`src/hw/dac_link_pkg.sv`:
```
// Shared constants and types for the serial converter write link
package dac_link_pkg;
	localparam int FRAME_BITS    = 16;
	localparam int CODE_BITS     = 10;
	localparam int MODE_HI_POS   = 13;
	localparam int MODE_LO_POS   = 12;
	localparam int CODE_LSB_POS  = 2;
	localparam int FIFO_DEPTH    = 8;
	localparam int LINK_DIV      = 4;
	localparam int SELECT_HIGH_NS = 100;
	localparam int CLK_NS        = 50;
	localparam int SELECT_HIGH_CYC =
		(SELECT_HIGH_NS + CLK_NS - 1) / CLK_NS;
	localparam logic [9:0] CODE_RESET = 10'h000;
	localparam logic [1:0] MODE_RESET = 2'h0;

	typedef enum logic [1:0] {
		MODE_NORMAL   = 2'h0,
		MODE_PD_1K    = 2'h1,
		MODE_PD_100K  = 2'h2,
		MODE_PD_HIZ   = 2'h3
	} op_mode_e;
endpackage

```
`src/hw/dac_link_if.sv`:
```
// Three-wire write link between host and converter
`timescale 1ns/1ps
interface dac_link_if;
	logic sync_n;  // Frame select, active low
	logic sclk;    // Serial clock
	logic din;     // Serial data

	modport host (output sync_n, output sclk, output din);
	modport device (input sync_n, input sclk, input din);
endinterface

```
`src/hw/dac_host.sv`:
```
// Host end: queues 16-bit words and sends them as frames
`timescale 1ns/1ps
module dac_host
	import dac_link_pkg::*;
#(
	parameter int DIV = LINK_DIV
) (
	input  wire logic        clk,        // System clock
	input  wire logic        resetn,     // Async reset, active low
	input  wire logic        ce,         // Clock enable
	input  wire logic [15:0] word_data,  // Frame to send
	input  wire logic        word_valid, // Frame offered
	output logic             word_ready, // Queue has room
	output logic             busy_r,     // Frame in progress
	dac_link_if.host         link        // Link pins
);
	typedef enum logic [3:0] {
		H_IDLE = 4'h1, H_HIGH = 4'h2, H_LOW = 4'h4, H_GAP = 4'h8
	} hstate_e;

	hstate_e     st_r;
	logic [15:0] sh_r;
	logic [4:0]  bit_r;
	logic [$clog2(DIV+SELECT_HIGH_CYC)+1:0] tick_r;
	logic        sync_n_r;
	logic        sclk_r;
	logic        din_r;
	logic [15:0] q_data;
	logic        q_valid;
	logic        q_take;

	word_fifo #(.WIDTH(16), .DEPTH(FIFO_DEPTH)) u_fifo (
		.clk      (clk),
		.resetn   (resetn),
		.ce       (ce),
		.in_data  (word_data),
		.in_valid (word_valid),
		.in_ready (word_ready),
		.out_data (q_data),
		.out_valid(q_valid),
		.out_ready(q_take)
	);

	assign q_take      = (st_r == H_IDLE) && q_valid;
	assign link.sync_n = sync_n_r;
	assign link.sclk   = sclk_r;
	assign link.din    = din_r;

	// Frame sequencer: clock divided down from clk
	always_ff @(posedge clk or negedge resetn) begin
		if (!resetn) begin
			st_r     <= H_IDLE;
			sh_r     <= '0;
			bit_r    <= '0;
			tick_r   <= '0;
			sync_n_r <= 1'b0;  // Idle low saves device current
			sclk_r   <= 1'b0;
			din_r    <= 1'b0;
			busy_r   <= 1'b0;
		end else if (ce) begin
			unique case (st_r)
				H_IDLE: begin
					if (q_valid) begin
						sh_r     <= q_data;
						sync_n_r <= 1'b1;  // Raise before falling
						sclk_r   <= 1'b1;
						tick_r   <= '0;
						busy_r   <= 1'b1;
						st_r     <= H_HIGH;
					end
				end
				H_HIGH: begin
					if (tick_r == ($bits(tick_r))'(SELECT_HIGH_CYC + DIV)) begin
						sync_n_r <= 1'b0;  // Falling select opens
						din_r    <= sh_r[15];  // MSB first
						sh_r     <= {sh_r[14:0], 1'b0};
						bit_r    <= '0;
						tick_r   <= '0;
						st_r     <= H_LOW;
					end else begin
						tick_r <= tick_r + 1'b1;
					end
				end
				H_LOW: begin
					if (tick_r == ($bits(tick_r))'(DIV - 1)) begin
						tick_r <= '0;
						if (sclk_r) begin
							sclk_r <= 1'b0;
							bit_r  <= bit_r + 1'b1;  // Falling edge samples
						end else if (bit_r == 5'(FRAME_BITS)) begin
							// No rise after the last fall
							st_r <= H_GAP;
						end else begin
							sclk_r <= 1'b1;
							din_r  <= sh_r[15];
							sh_r   <= {sh_r[14:0], 1'b0};
						end
					end else begin
						tick_r <= tick_r + 1'b1;
					end
				end
				H_GAP: begin
					// Clock stopped, select and data left low
					sclk_r <= 1'b0;
					din_r  <= 1'b0;
					busy_r <= 1'b0;
					st_r   <= H_IDLE;
				end
			endcase
		end
	end
endmodule

```
`src/hw/word_fifo.sv`:
```
// Flip-flop FIFO with valid/ready on both sides
`timescale 1ns/1ps
module word_fifo
	import dac_link_pkg::*;
#(
	parameter int WIDTH = 16,
	parameter int DEPTH = FIFO_DEPTH
) (
	input  wire logic             clk,      // System clock
	input  wire logic             resetn,   // Async reset, active low
	input  wire logic             ce,       // Clock enable
	input  wire logic [WIDTH-1:0] in_data,  // Write word
	input  wire logic             in_valid, // Write request
	output logic                  in_ready, // Not full
	output logic      [WIDTH-1:0] out_data, // Head word
	output logic                  out_valid,// Not empty
	input  wire logic             out_ready // Reader takes head
);
	localparam int AW = $clog2(DEPTH);
	logic [WIDTH-1:0] mem_r [DEPTH];
	logic [AW-1:0]    wp_r;
	logic [AW-1:0]    rp_r;
	logic [AW:0]      cnt_r;
	logic             push;
	logic             pop;

	// Handshake decode
	assign push      = in_valid && in_ready;
	assign pop       = out_valid && out_ready;
	assign in_ready  = (cnt_r != (AW+1)'(DEPTH));
	assign out_valid = (cnt_r != '0);
	assign out_data  = mem_r[rp_r];

	// Storage writes
	always_ff @(posedge clk) begin
		if (ce && push) begin
			mem_r[wp_r] <= in_data;
		end
	end

	// Pointers and fill count
	always_ff @(posedge clk or negedge resetn) begin
		if (!resetn) begin
			wp_r  <= '0;
			rp_r  <= '0;
			cnt_r <= '0;
		end else if (ce) begin
			if (push) begin
				wp_r <= (wp_r == AW'(DEPTH-1)) ? '0 : wp_r + 1'b1;
			end
			if (pop) begin
				rp_r <= (rp_r == AW'(DEPTH-1)) ? '0 : rp_r + 1'b1;
			end
			cnt_r <= cnt_r + (AW+1)'(push) - (AW+1)'(pop);
		end
	end
endmodule

```
`src/flat_wrapper.sv`:
```
// flat-port wrapper written by rule: the top's interface ports become plain ports
module dac_host_flat import dac_link_pkg::*;
#(
	parameter int DIV = LINK_DIV
)
  (clk, resetn, ce, word_data, word_valid, word_ready, busy_r, link_sync_n, link_sclk, link_din);
  dac_link_if link_i ();
  input  wire logic clk;
  input  wire logic resetn;
  input  wire logic ce;
  input  wire logic [15:0] word_data;
  input  wire logic word_valid;
  output logic word_ready;
  output logic busy_r;
  output wire logic [$bits(link_i.sync_n)-1:0] link_sync_n;
  output wire logic [$bits(link_i.sclk)-1:0] link_sclk;
  output wire logic [$bits(link_i.din)-1:0] link_din;
  assign link_sync_n = link_i.sync_n;
  assign link_sclk = link_i.sclk;
  assign link_din = link_i.din;
  dac_host #(.DIV(DIV)) u_core (.clk(clk), .resetn(resetn), .ce(ce), .word_data(word_data), .word_valid(word_valid), .word_ready(word_ready), .busy_r(busy_r), .link(link_i));
endmodule
```
`config.mk`:
```
export PLATFORM = sky130hd
export DESIGN_NAME = dac_host_flat
export DESIGN_NICKNAME = d
export VERILOG_FILES = /design/src/hw/dac_link_pkg.sv /design/src/hw/dac_link_if.sv /design/src/hw/dac_host.sv /design/src/hw/word_fifo.sv /design/src/flat_wrapper.sv
export SDC_FILE = /design/constraint.sdc
export NUM_CORES = 1
export LEC_CHECK = 0
export BUFFER_PORTS_ARGS = -buffer_cell sky130_fd_sc_hd__buf_2
export CAP_MARGIN = 0
export CORE_AREA = 2 2 95 143
export CTS_CLUSTER_DIAMETER = 80
export CTS_CLUSTER_SIZE = 8
export DETAILED_ROUTE_END_ITERATION = 6
export DIE_AREA = 0 0 97 145
export GPL_TIMING_DRIVEN = 0
export HOLD_SLACK_MARGIN = 0.06
export MAX_ROUTING_LAYER = met4
export PLACE_DENSITY = 0.73
export SETUP_SLACK_MARGIN = 0.02
export SYNTH_ARGS = -nofsm -noshare
export SYNTH_HDL_FRONTEND = slang
export SYNTH_HIERARCHICAL = 1
export SYNTH_SLANG_ARGS = --single-unit
export TNS_END_PERCENT = 30
```
`constraint.sdc`:
```
create_clock -name clk -period 7.8 [get_ports clk]
set_input_delay 1.17 -clock clk [delete_from_list [all_inputs] [get_ports clk]]
set_output_delay 1.17 -clock clk [all_outputs]
set_load 0.1 [all_outputs]
```
# After elaboration in Yosys (flattened, before gate mapping)
# Memory sizes are Yosys's and may differ from the RTL's.
# Cells that the tools add are included.
totals:
  ram_bits: 128
  output_inout_bits: 5
  input_bits: 20
  mem_count: 1
  elab_cells: 93
  regBits: 44
memory_table:
  columns: ["memory", "depth", "width", "read_ports", "rd_ports_with_merged_regs", "write_ports", "line_no", "source"]
  rows:
  - ["u_core.u_fifo.mem_r", 8, 16, 1, 0, 1, "word_fifo.sv:20", "logic [WIDTH-1:0] mem_r [DEPTH];"]
op_classes:
  mux: 37
  n_reduce_logical: 21
  n_addsub: 6
  eq_ne: 17
op_table:
  columns: ["operator", "count"]
  rows:
  - ["2-to-1 mux 16 bit", 5]
  - ["one-hot mux 16 bit (3 select lines)", 1]
  - ["2-to-1 mux 5 bit", 6]
  - ["2-to-1 mux 4 bit", 5]
  - ["one-hot mux 4 bit (4 select lines)", 1]
  - ["one-hot mux 5 bit (3 select lines)", 1]
  - ["AND reduction 6 bit", 2]
  - ["2-to-1 mux 1 bit", 11]
  - ["adder 5 x 1 -> 5 bit, second input constant", 2]
  - ["!= test 2 x 1 -> 1 bit, second input constant", 5]
  - ["one-hot mux 5 bit (2 select lines)", 1]
  - ["nonzero test 3 bit", 3]
  - ["AND reduction 4 bit", 2]
  - ["AND reduction 7 bit", 1]
  - ["adder 3 x 1 -> 3 bit, second input constant", 2]
  - ["== test 3 bit, second input constant", 2]
  - ["2-to-1 mux 3 bit", 2]
  - ["one-hot mux 1 bit (3 select lines)", 2]
  - ["AND reduction 3 bit", 2]
  - ["nonzero test 2 bit", 3]
  - ["== test 5 x 2 -> 1 bit, second input constant", 1]
  - ["== test 5 x 3 -> 1 bit, second input constant", 1]
  - ["== test 5 bit, second input constant", 1]
  - ["AND reduction 5 bit", 1]
  - ["12 further kinds", 18]

# Logic depth before layout (Yosys ltp)
# Gate-level depths: netlist of the first run.
logic_depth:
  ltp_word: 5
  depth_mapped: 12
  mapped_depth_nobuf: 12

# Modules after synthesis
# Netlist of the first run, hierarchy kept.
modules_own_cells:
  columns: ["module", "seq_area_each_um2", "area_per_inst_um2", "cells_per_inst", "instances"]
  rows:
  - ["word_fifo", 4093.9, 5590.4, 257, 1]
  - ["dac_host", 852.1, 1945.6, 177, 1]

# Worst setup path after synthesis of the first run
# No wires, ideal clock.
synth_path:
  kind: "reg-to-reg"
  start: "register u_core.u_fifo.cnt_r[2]"
  end: "memory u_core.u_fifo.mem_r[0][0] (enable)"
  n_path_buf: 0
  period_less_slack_ns: 3.515
  path_slack_ns: 4.285
  stages_incl_launch_ff: 6
  arrival_time_ns: 3.085
  setup_time_ns: 0.431
  t_required_ns: 7.369
  cell_sequence: "dfrtp_1 > inv_1 > ha_1 > or3b_2 > nand3_1 > nor4_1"
synth_via:
  elab_chain_cells: 5
synth_lines:
  columns: ["element", "line_no", "source"]
  rows:
  - ["start: declaration", "word_fifo.sv:23", "logic [AW:0] cnt_r;"]
  - ["start signal: assignment", "word_fifo.sv:54", "cnt_r <= cnt_r + (AW+1)'(push) - (AW+1)'(pop);"]
  - ["!= test 4 bit", "word_fifo.sv:30", "assign in_ready = (cnt_r != (AW+1)'(DEPTH));"]
  - ["via word_ready", "flat_wrapper.sv:13", "output logic word_ready;"]
  - ["logical AND 1 bit", "word_fifo.sv:28", "assign push = in_valid && in_ready;"]
  - ["logical AND 1 bit", "word_fifo.sv:36", "if (ce && push) begin"]
  - ["2-to-1 mux 1 bit", "word_fifo.sv:36", null]
  - ["2-to-1 mux 1 bit (not written as such)", "word_fifo.sv:37", "mem_r[wp_r] <= in_data;"]
  - ["end: declaration", "word_fifo.sv:20", null]
# The timed path passes the listed nets, and every way through them passes these cells.

# Worst setup path in the final report of the first run
layout_path:
  start: "register u_core.u_fifo.cnt_r[2]"
  end: "register u_core.u_fifo.cnt_r[2]"
layout_via:
  elab_chain_cells: 4
  elab_cells_between_ends: 7
  cone_classes: "add/sub: 2; eq/ne: 1; reduce/logical: 4"
layout_lines:
  columns: ["element", "line_no", "source"]
  rows:
  - ["nonzero test 4 bit", "word_fifo.sv:31", "assign out_valid = (cnt_r != '0);"]
  - ["via u_core.q_valid", "dac_host.sv:29", "logic q_valid;"]
  - ["logical AND 1 bit", "dac_host.sv:44", "assign q_take = (st_r == H_IDLE) && q_valid;"]
  - ["via u_core.q_take", "dac_host.sv:30", "logic q_take;"]
  - ["logical AND 1 bit", "word_fifo.sv:29", "assign pop = out_valid && out_ready;"]
  - ["subtractor 4 x 1 -> 4 bit", "word_fifo.sv:54", null]
# The timed path passes the listed nets, and every way through them passes these cells.
# A chain may end at the register's enable or synchronous reset.

==> results.cfg, run 1 <==
[status]
outcome = finished clean

[floorplanning]
die_y_um = 145
start_util_pct = 58.76
dieArea_um2 = 14070
design.core.area_um2 = 12830
ios = 25
die_x_um = 97
num_rows = 51

[synth]
yosys.area.top_type = edfxtp_1
ys_types = 53
synth-seq-area-share_pct = 65.63
synth-main-ff-cell = edfxtp_1
syn_avg_cell_area_um2 = 17.36
syn_nets = 469
synthCells = 434
ys_warn_count = 6
netlist_area_um2 = 7536
async_reset_ff_share_pct = 25.58
yosys.area.top_type_share_pct = 51.00
netlist_top_cells_area = edfxtp_1 51%, dfrtp_1 14%, mux4_1 8.4%
synth_edf_count = 128
ys_ff_latch = 172

[final_layout]
ff_latch_area_um2 = 4946
multi_input_area_um2 = 2436
layout-drive-gt1-share_pct = 29.80
antennaDiodeCount = 0
fin_nets = 522
final_core_util_pct = 67.16
fin_area_um2 = 8615
fillers = 828
area_growth_pct = 14.31

[critical_path]
critical_path_class = reg -> reg
worst_setup_path_end_kind = flip-flop
crit_required_ns = 8.09
start_kind = flip-flop
cpMaxStageDelayCell = nor3b_1
crit_chain = inv_1 > ha_1 > nor3b_1 > inv_1 > and2_1 > nor2b_1 > ha_1 > inv_1 > ha_1 > fa_1 > xnor2_1 > a21oi_1
reg2regPathDepth = 12
regToRegStartpoint = u_core/u_fifo/cnt_r[2]
critical_path_peak_fanout = 7
r2r_end = u_core/u_fifo/cnt_r[2]
cp_data_arrival_time_ns = 3.50
worst-r2r-setup-slack_ns = 4.59
crit_path_max_incr_delay_ns = 0.62

[pwr]
p_leak_nw = 3.093
ir_drop_mv = 0.2648
p_per_area_nw_per_um2 = 348.8

[cts]
clock_sinks = 172
clk_latency_ns = 0.42
root_buffer = clkbuf_16
postCtsHoldBufs = 0
cts_tree = yes
path_clk_slew_ns = 0.07
h-tree-depth = 4
clk_path_buf_depth = 2
post_cts_buffers = 0
numCtsBuffers = 17
cts_resized = 0

[sta]
clock-skew-final_ns = 0.009139
rsz0062_at_grt = no
tightestPinTransition_ns = 1.067
period_share_pct = 41.11
setup_slack_ns = 4.593
final_max_slew_viol_count = 0
setup_violations = 0
finalCriticalPeriod_ns = 3.207
max_freq_mhz = 311.8
hold_viol_final = 0
maxSlewHeadroom_pct = 27.72
setup-tns-final_ns = 0

[drt]
vias = 4092
dr.first_iter.drc_count = 263
ant_nets = 0
drt_first_pass_iters = 4
drc = 0
routed_via_density = 6.209
wl_mm = 14.45
wl_per_cell_um = 21.93

[global_route]
overflow = 0
grt_start_max_net_pins = 45
grt_pass1_wl_mm = 23.27
antenna_found_initial = 0
grt_pass1_vias = 4264
grt.total_usage_pct = 22.49

[placed_design]
io_buffers = 24
placed_cell_area_um2 = 8014
pre_cts_slack_ns = 4.421
hpwl_mm = 9.612
gp_routability_congestion = 0.7916

[hold_path]
worstHoldPathCells = 1
hp-class = reg -> reg
hp-start = u_core/busy_r
whs_endpoint = u_core/busy_r

[run]
maxCapViolCount = 0
-- cell families after synthesis --
kind of cell	Yosys count	synth area share [%]
flip-flops	172	65.63
AND/OR/NAND/NOR	75	6.077
multiplexers	89	19.23
XOR/XNOR	2	0.2325
buffers and inverters	39	2.490
AO/OA/AOI/OAI	42	3.753
adder cells (fa/ha/maj)	15	2.590
-- layer usage --
layer / vias to the layer above / global-route usage (%) / part of all wire [%]
li1: 1855 / - / -
met1: 2113 / 26.40 / 39
met2: 99 / 38.51 / 55
met3: 25 / 4.817 / 3.2
met4: 0 / 7.817 / 2.5
met5: - / - / 0
-- layout make-up --
cell class	instances	share of cell area [%]
Tap cell	159	2.309
Clock inverter	14	1.990
Inverter	20	0.8715
Multi-Input combinational cell	223	28.28
Clock buffer	18	4.982
Timing Repair Buffer	34	2.847
Buffer	19	1.307
Sequential cell	172	57.41
-- layout by cell type, fill, tap and decap left out, drive strengths merged, types with 2 or more instances in the layout --
cell    netlist  layout
o21ai         8       8
nand2        15      15
nor4bb        2       2
nand2b        4       4
o22ai         5       5
edfxtp      128     128
dfrtp        43      43
ha           14      14
o21a          3       3
mux2         54      54
a31oi         3       3
inv          20      29
o211ai        2       2
nor3b         3       3
mux4         32      32
and2          3       3
nor3          7       7
or4b          4       4
nor4          2       2
a41oi         2       2
a21oi         6       6
nor2b         3       3
clkinv        0       4
nor2         12      12
nand3         7       7
nor4b         7       7
o31ai         3       3
mux2i         3       3
clkbuf       12      30
o41ai         2       2
buf           7      41
-- cell usage after synthesis (2+ instances only) --
library cell	n
nor2b_1	3
o22ai_1	5
o21a_1	3
o41ai_1	2
dfrtp_1	43
mux2_2	54
nor2_1	12
nand2b_1	4
o211ai_1	2
mux4_1	24
inv_1	20
mux4_2	8
ha_1	14
nor4bb_1	2
o31ai_1	3
a31oi_1	3
buf_6	5
mux2i_1	3
nand3_1	7
nor4b_1	7
edfxtp_1	128
a21oi_1	6
clkbuf_1	12
o21ai_0	8
nand2_1	15
nor3_1	7
or4b_2	3
a41oi_1	2
nor3b_1	3
and2_1	3
-- how the worst max path moves through the flow --
stage	start	end	slack, ns	cells past startpoint
6_report	u_core/u_fifo/cnt_r[2]	u_core/u_fifo/cnt_r[2]	4.59	12
4_1_cts	u_core/u_fifo/cnt_r[2]	u_core/u_fifo/cnt_r[2]	4.58	12
3_3_place_gp	ce	u_core/u_fifo/mem_r[0][9]	2.64	3
2_1_floorplan	u_core/u_fifo/cnt_r[2]	u_core/u_fifo/mem_r[0][0]	4.28	5
3_5_place_dp	ce	u_core/u_fifo/mem_r[1][10]	4.42	5
5_1_grt	u_core/u_fifo/cnt_r[2]	u_core/u_fifo/cnt_r[2]	4.34	12
-- registers in the layout, indices dropped and copies added, names as in the netlist --
register,flops
u_core/u_fifo/mem_r,128
u_core/sh_r,16
u_core/bit_r,5
u_core/tick_r,5
u_core/st_r,4
u_core/u_fifo/cnt_r,4
u_core/u_fifo/rp_r,3
u_core/u_fifo/wp_r,3
u_core/busy_r,1
u_core/link.din,1
u_core/link.sclk,1
u_core/link.sync_n,1
-- critical path: cells and delay by family, from the launching register on --
family / cells / cell delay (ns)
xor+xnor: 1 / 0.17
buf+inv: 3 / 0.36
simple gates: 3 / 0.97
compound gates: 1 / 0.08
fa+ha+maj: 4 / 1.12
flops: 1 / 0.38
-- through the flow --
step / hold slack, ns / total power, mW / std cells
after detailed placement: 0.4864 / 2.174 / 627
final: 0.4941 / 3.005 / 659
after global routing: 0.5100 / 3.157 / 659
after CTS: 0.4976 / 3.031 / 659
after floorplan: 0.4447 / 1.930 / 434
after global placement: 0.4603 / 2.112 / 617
-- where the power goes --
| group | internal, mW | switching (mW) | leakage, nW |
|---|---|---|---|
| Clock | 0.461 | 0.381 | 0.295 |
| Sequential | 1.14 | 0.0872 | 1.68 |
| Combinational | 0.433 | 0.507 | 1.11 |
(Power assumes the default switching activity.)
==> run 2, diff against run 1 <==
CORE_AREA = 2 2 98 148   (was 2 2 95 143)
DIE_AREA = 0 0 100 150   (was 0 0 97 145)
PLACE_DENSITY = 0.72   (was 0.73)
clock period = 2.7 ns   (was 7.8 ns; I/O delays follow)
==> results.cfg, run 2 (synthesized netlist as in run 1, its figures left out) <==
[global_route]
grt_pass1_wl_mm = 22.17
grt.total_usage_pct = 20.76
grt_pass1_vias = 4092
antenna_found_initial = 0
grt_start_max_net_pins = 45
overflow = 0

[cts]
cts_tree = yes
postCtsHoldBufs = 0
clk_latency_ns = 0.43
h-tree-depth = 4
clk_path_buf_depth = 2
numCtsBuffers = 17
root_buffer = clkbuf_16
path_clk_slew_ns = 0.07
clock_sinks = 172

[drt]
dr.first_iter.drc_count = 197
drc = 0
ant_nets = 0
routed_via_density = 5.971
drt_first_pass_iters = 6
vias = 3947
wl_mm = 14.02
wl_per_cell_um = 21.21

[critical_path]
cp_top_family = adder cells
crit_chain = clkbuf_1 > nor4b_4 > and2_1 > nor2b_1 > ha_1 > inv_1 > ha_1 > fa_2 > nand2_1 > o21ai_0
worst-r2r-setup-slack_ns = 0.13
crit_top_cell = ha_1
reg2regPathDepth = 10
r2r_end = u_core/u_fifo/cnt_r[1]
cp_data_arrival_time_ns = 2.87
worst_setup_path_end_kind = flip-flop
critical_path_peak_fanout = 10
crit_buf_inv = 2
regToRegStartpoint = u_core/st_r[1]
cpMaxStageDelayCell = fa_2
crit_path_max_incr_delay_ns = 0.45
start_kind = flip-flop
critical_path_class = reg -> reg
crit_required_ns = 3.00

[floorplanning]
ios = 25
start_util_pct = 54.64
die_y_um = 150
num_rows = 53
dieArea_um2 = 15000
die_x_um = 100
design.core.area_um2 = 13790

[final_layout]
final_cell_mix = 128 x edfxtp_1, 54 x mux2_2, 43 x dfrtp_1
area_growth_pct = 14.18
final_cell_count_no_fill = 661
fin_nets = 520
layout-drive-gt1-share_pct = 31.25
fillers = 1011
largestRegisters = u_core/u_fifo/mem_r: 128 flops, u_core/sh_r: 16 flops
final_common_cell = edfxtp_1
final_core_util_pct = 62.38
largest_reg_flops = 128
regMostFlops = u_core/u_fifo/mem_r
antennaDiodeCount = 0

[sta]
finalCriticalPeriod_ns = 2.568
setup_violations = 0
hold_viol_final = 0
setup_slack_ns = 0.1318
rsz0062_at_grt = yes
maxSlewHeadroom_pct = 31.52
tightestPinTransition_ns = 1.027
clock-skew-final_ns = 0.01206
period_share_pct = 95.12
max_freq_mhz = 389.4
final_max_slew_viol_count = 0
setup-tns-final_ns = 0

[placed_design]
hpwl_mm = 9.328
pre_cts_slack_ns = -0.5164
dp.cells = 631
gp_routability_congestion = 0.8198
io_buffers = 24

[pwr]
p_per_area_nw_per_um2 = 1002
ir_drop_mv = 0.4928
p_leak_nw = 3.083

[status]
outcome = finished clean

[run]
maxCapViolCount = 0

[hold_path]
hp-class = in -> async
run 2: worst max path at each step:
stage,endpoint,depth (start not counted),slack (ns),startpoint
global placement,u_core/u_fifo/mem_r[1][7],4,-1.21,ce
detailed placement,u_core/u_fifo/cnt_r[2],12,-0.52,u_core/u_fifo/cnt_r[2]
finish,u_core/u_fifo/cnt_r[1],10,0.13,u_core/st_r[1]
global route,u_core/u_fifo/cnt_r[1],10,0.01,u_core/st_r[1]
CTS,u_core/sh_r[10],5,0.04,u_core/u_fifo/rp_r[0]
floorplan,u_core/u_fifo/mem_r[2][0],5,-0.42,u_core/u_fifo/cnt_r[2]
run 2: power by group:
group,switching [mW],internal [mW]
clock network,1.04,1.29
registers,0.293,3.28
logic,1.44,1.27
run 2: per-stage QoR:
| stage | hold WS [ns] | instance area, um2 | total power, mW |
|---|---|---|---|
| floorplan | 0.1094 | 7542 | 5.579 |
| finish | 0.1500 | 8605 | 8.618 |
| global placement | 0.4603 | 7869 | 6.105 |
| detailed placement | 0.4761 | 8006 | 6.288 |
| CTS | 0.1774 | 8602 | 8.686 |
| global route | 0.2227 | 8605 | 9.044 |
run 2: layout make-up:
cell class              count  area [um2]  area share, %
inverters                  20       75.07         0.8725
well taps                 165       206.4          2.399
clock inverters            13       132.6          1.541
clock buffers              17       425.4          4.944
multi-input cells         223        2474          28.75
plain buffers              17       108.9          1.265
flip-flops and latches    172        4946          57.48
repair buffers             34       236.5          2.748
run 2: per-layer routing:
layer | wire (um) | vias up | GRT usage (%)
met5 | 0 | - | -
met4 | 220 | 0 | 6.986
met3 | 370 | 15 | 3.830
met2 | 7579 | 60 | 35.98
met1 | 5851 | 2030 | 24.42
li1 | - | 1842 | -
run 2: what timing repair did:
action | CTS | global route
setup buffers | 2 | 0
pin swaps | 1 | 0
gates resized for setup | 4 | 8
endpoints found under the setup margin | 18 | 17
endpoints found under the hold margin | 0 | 0
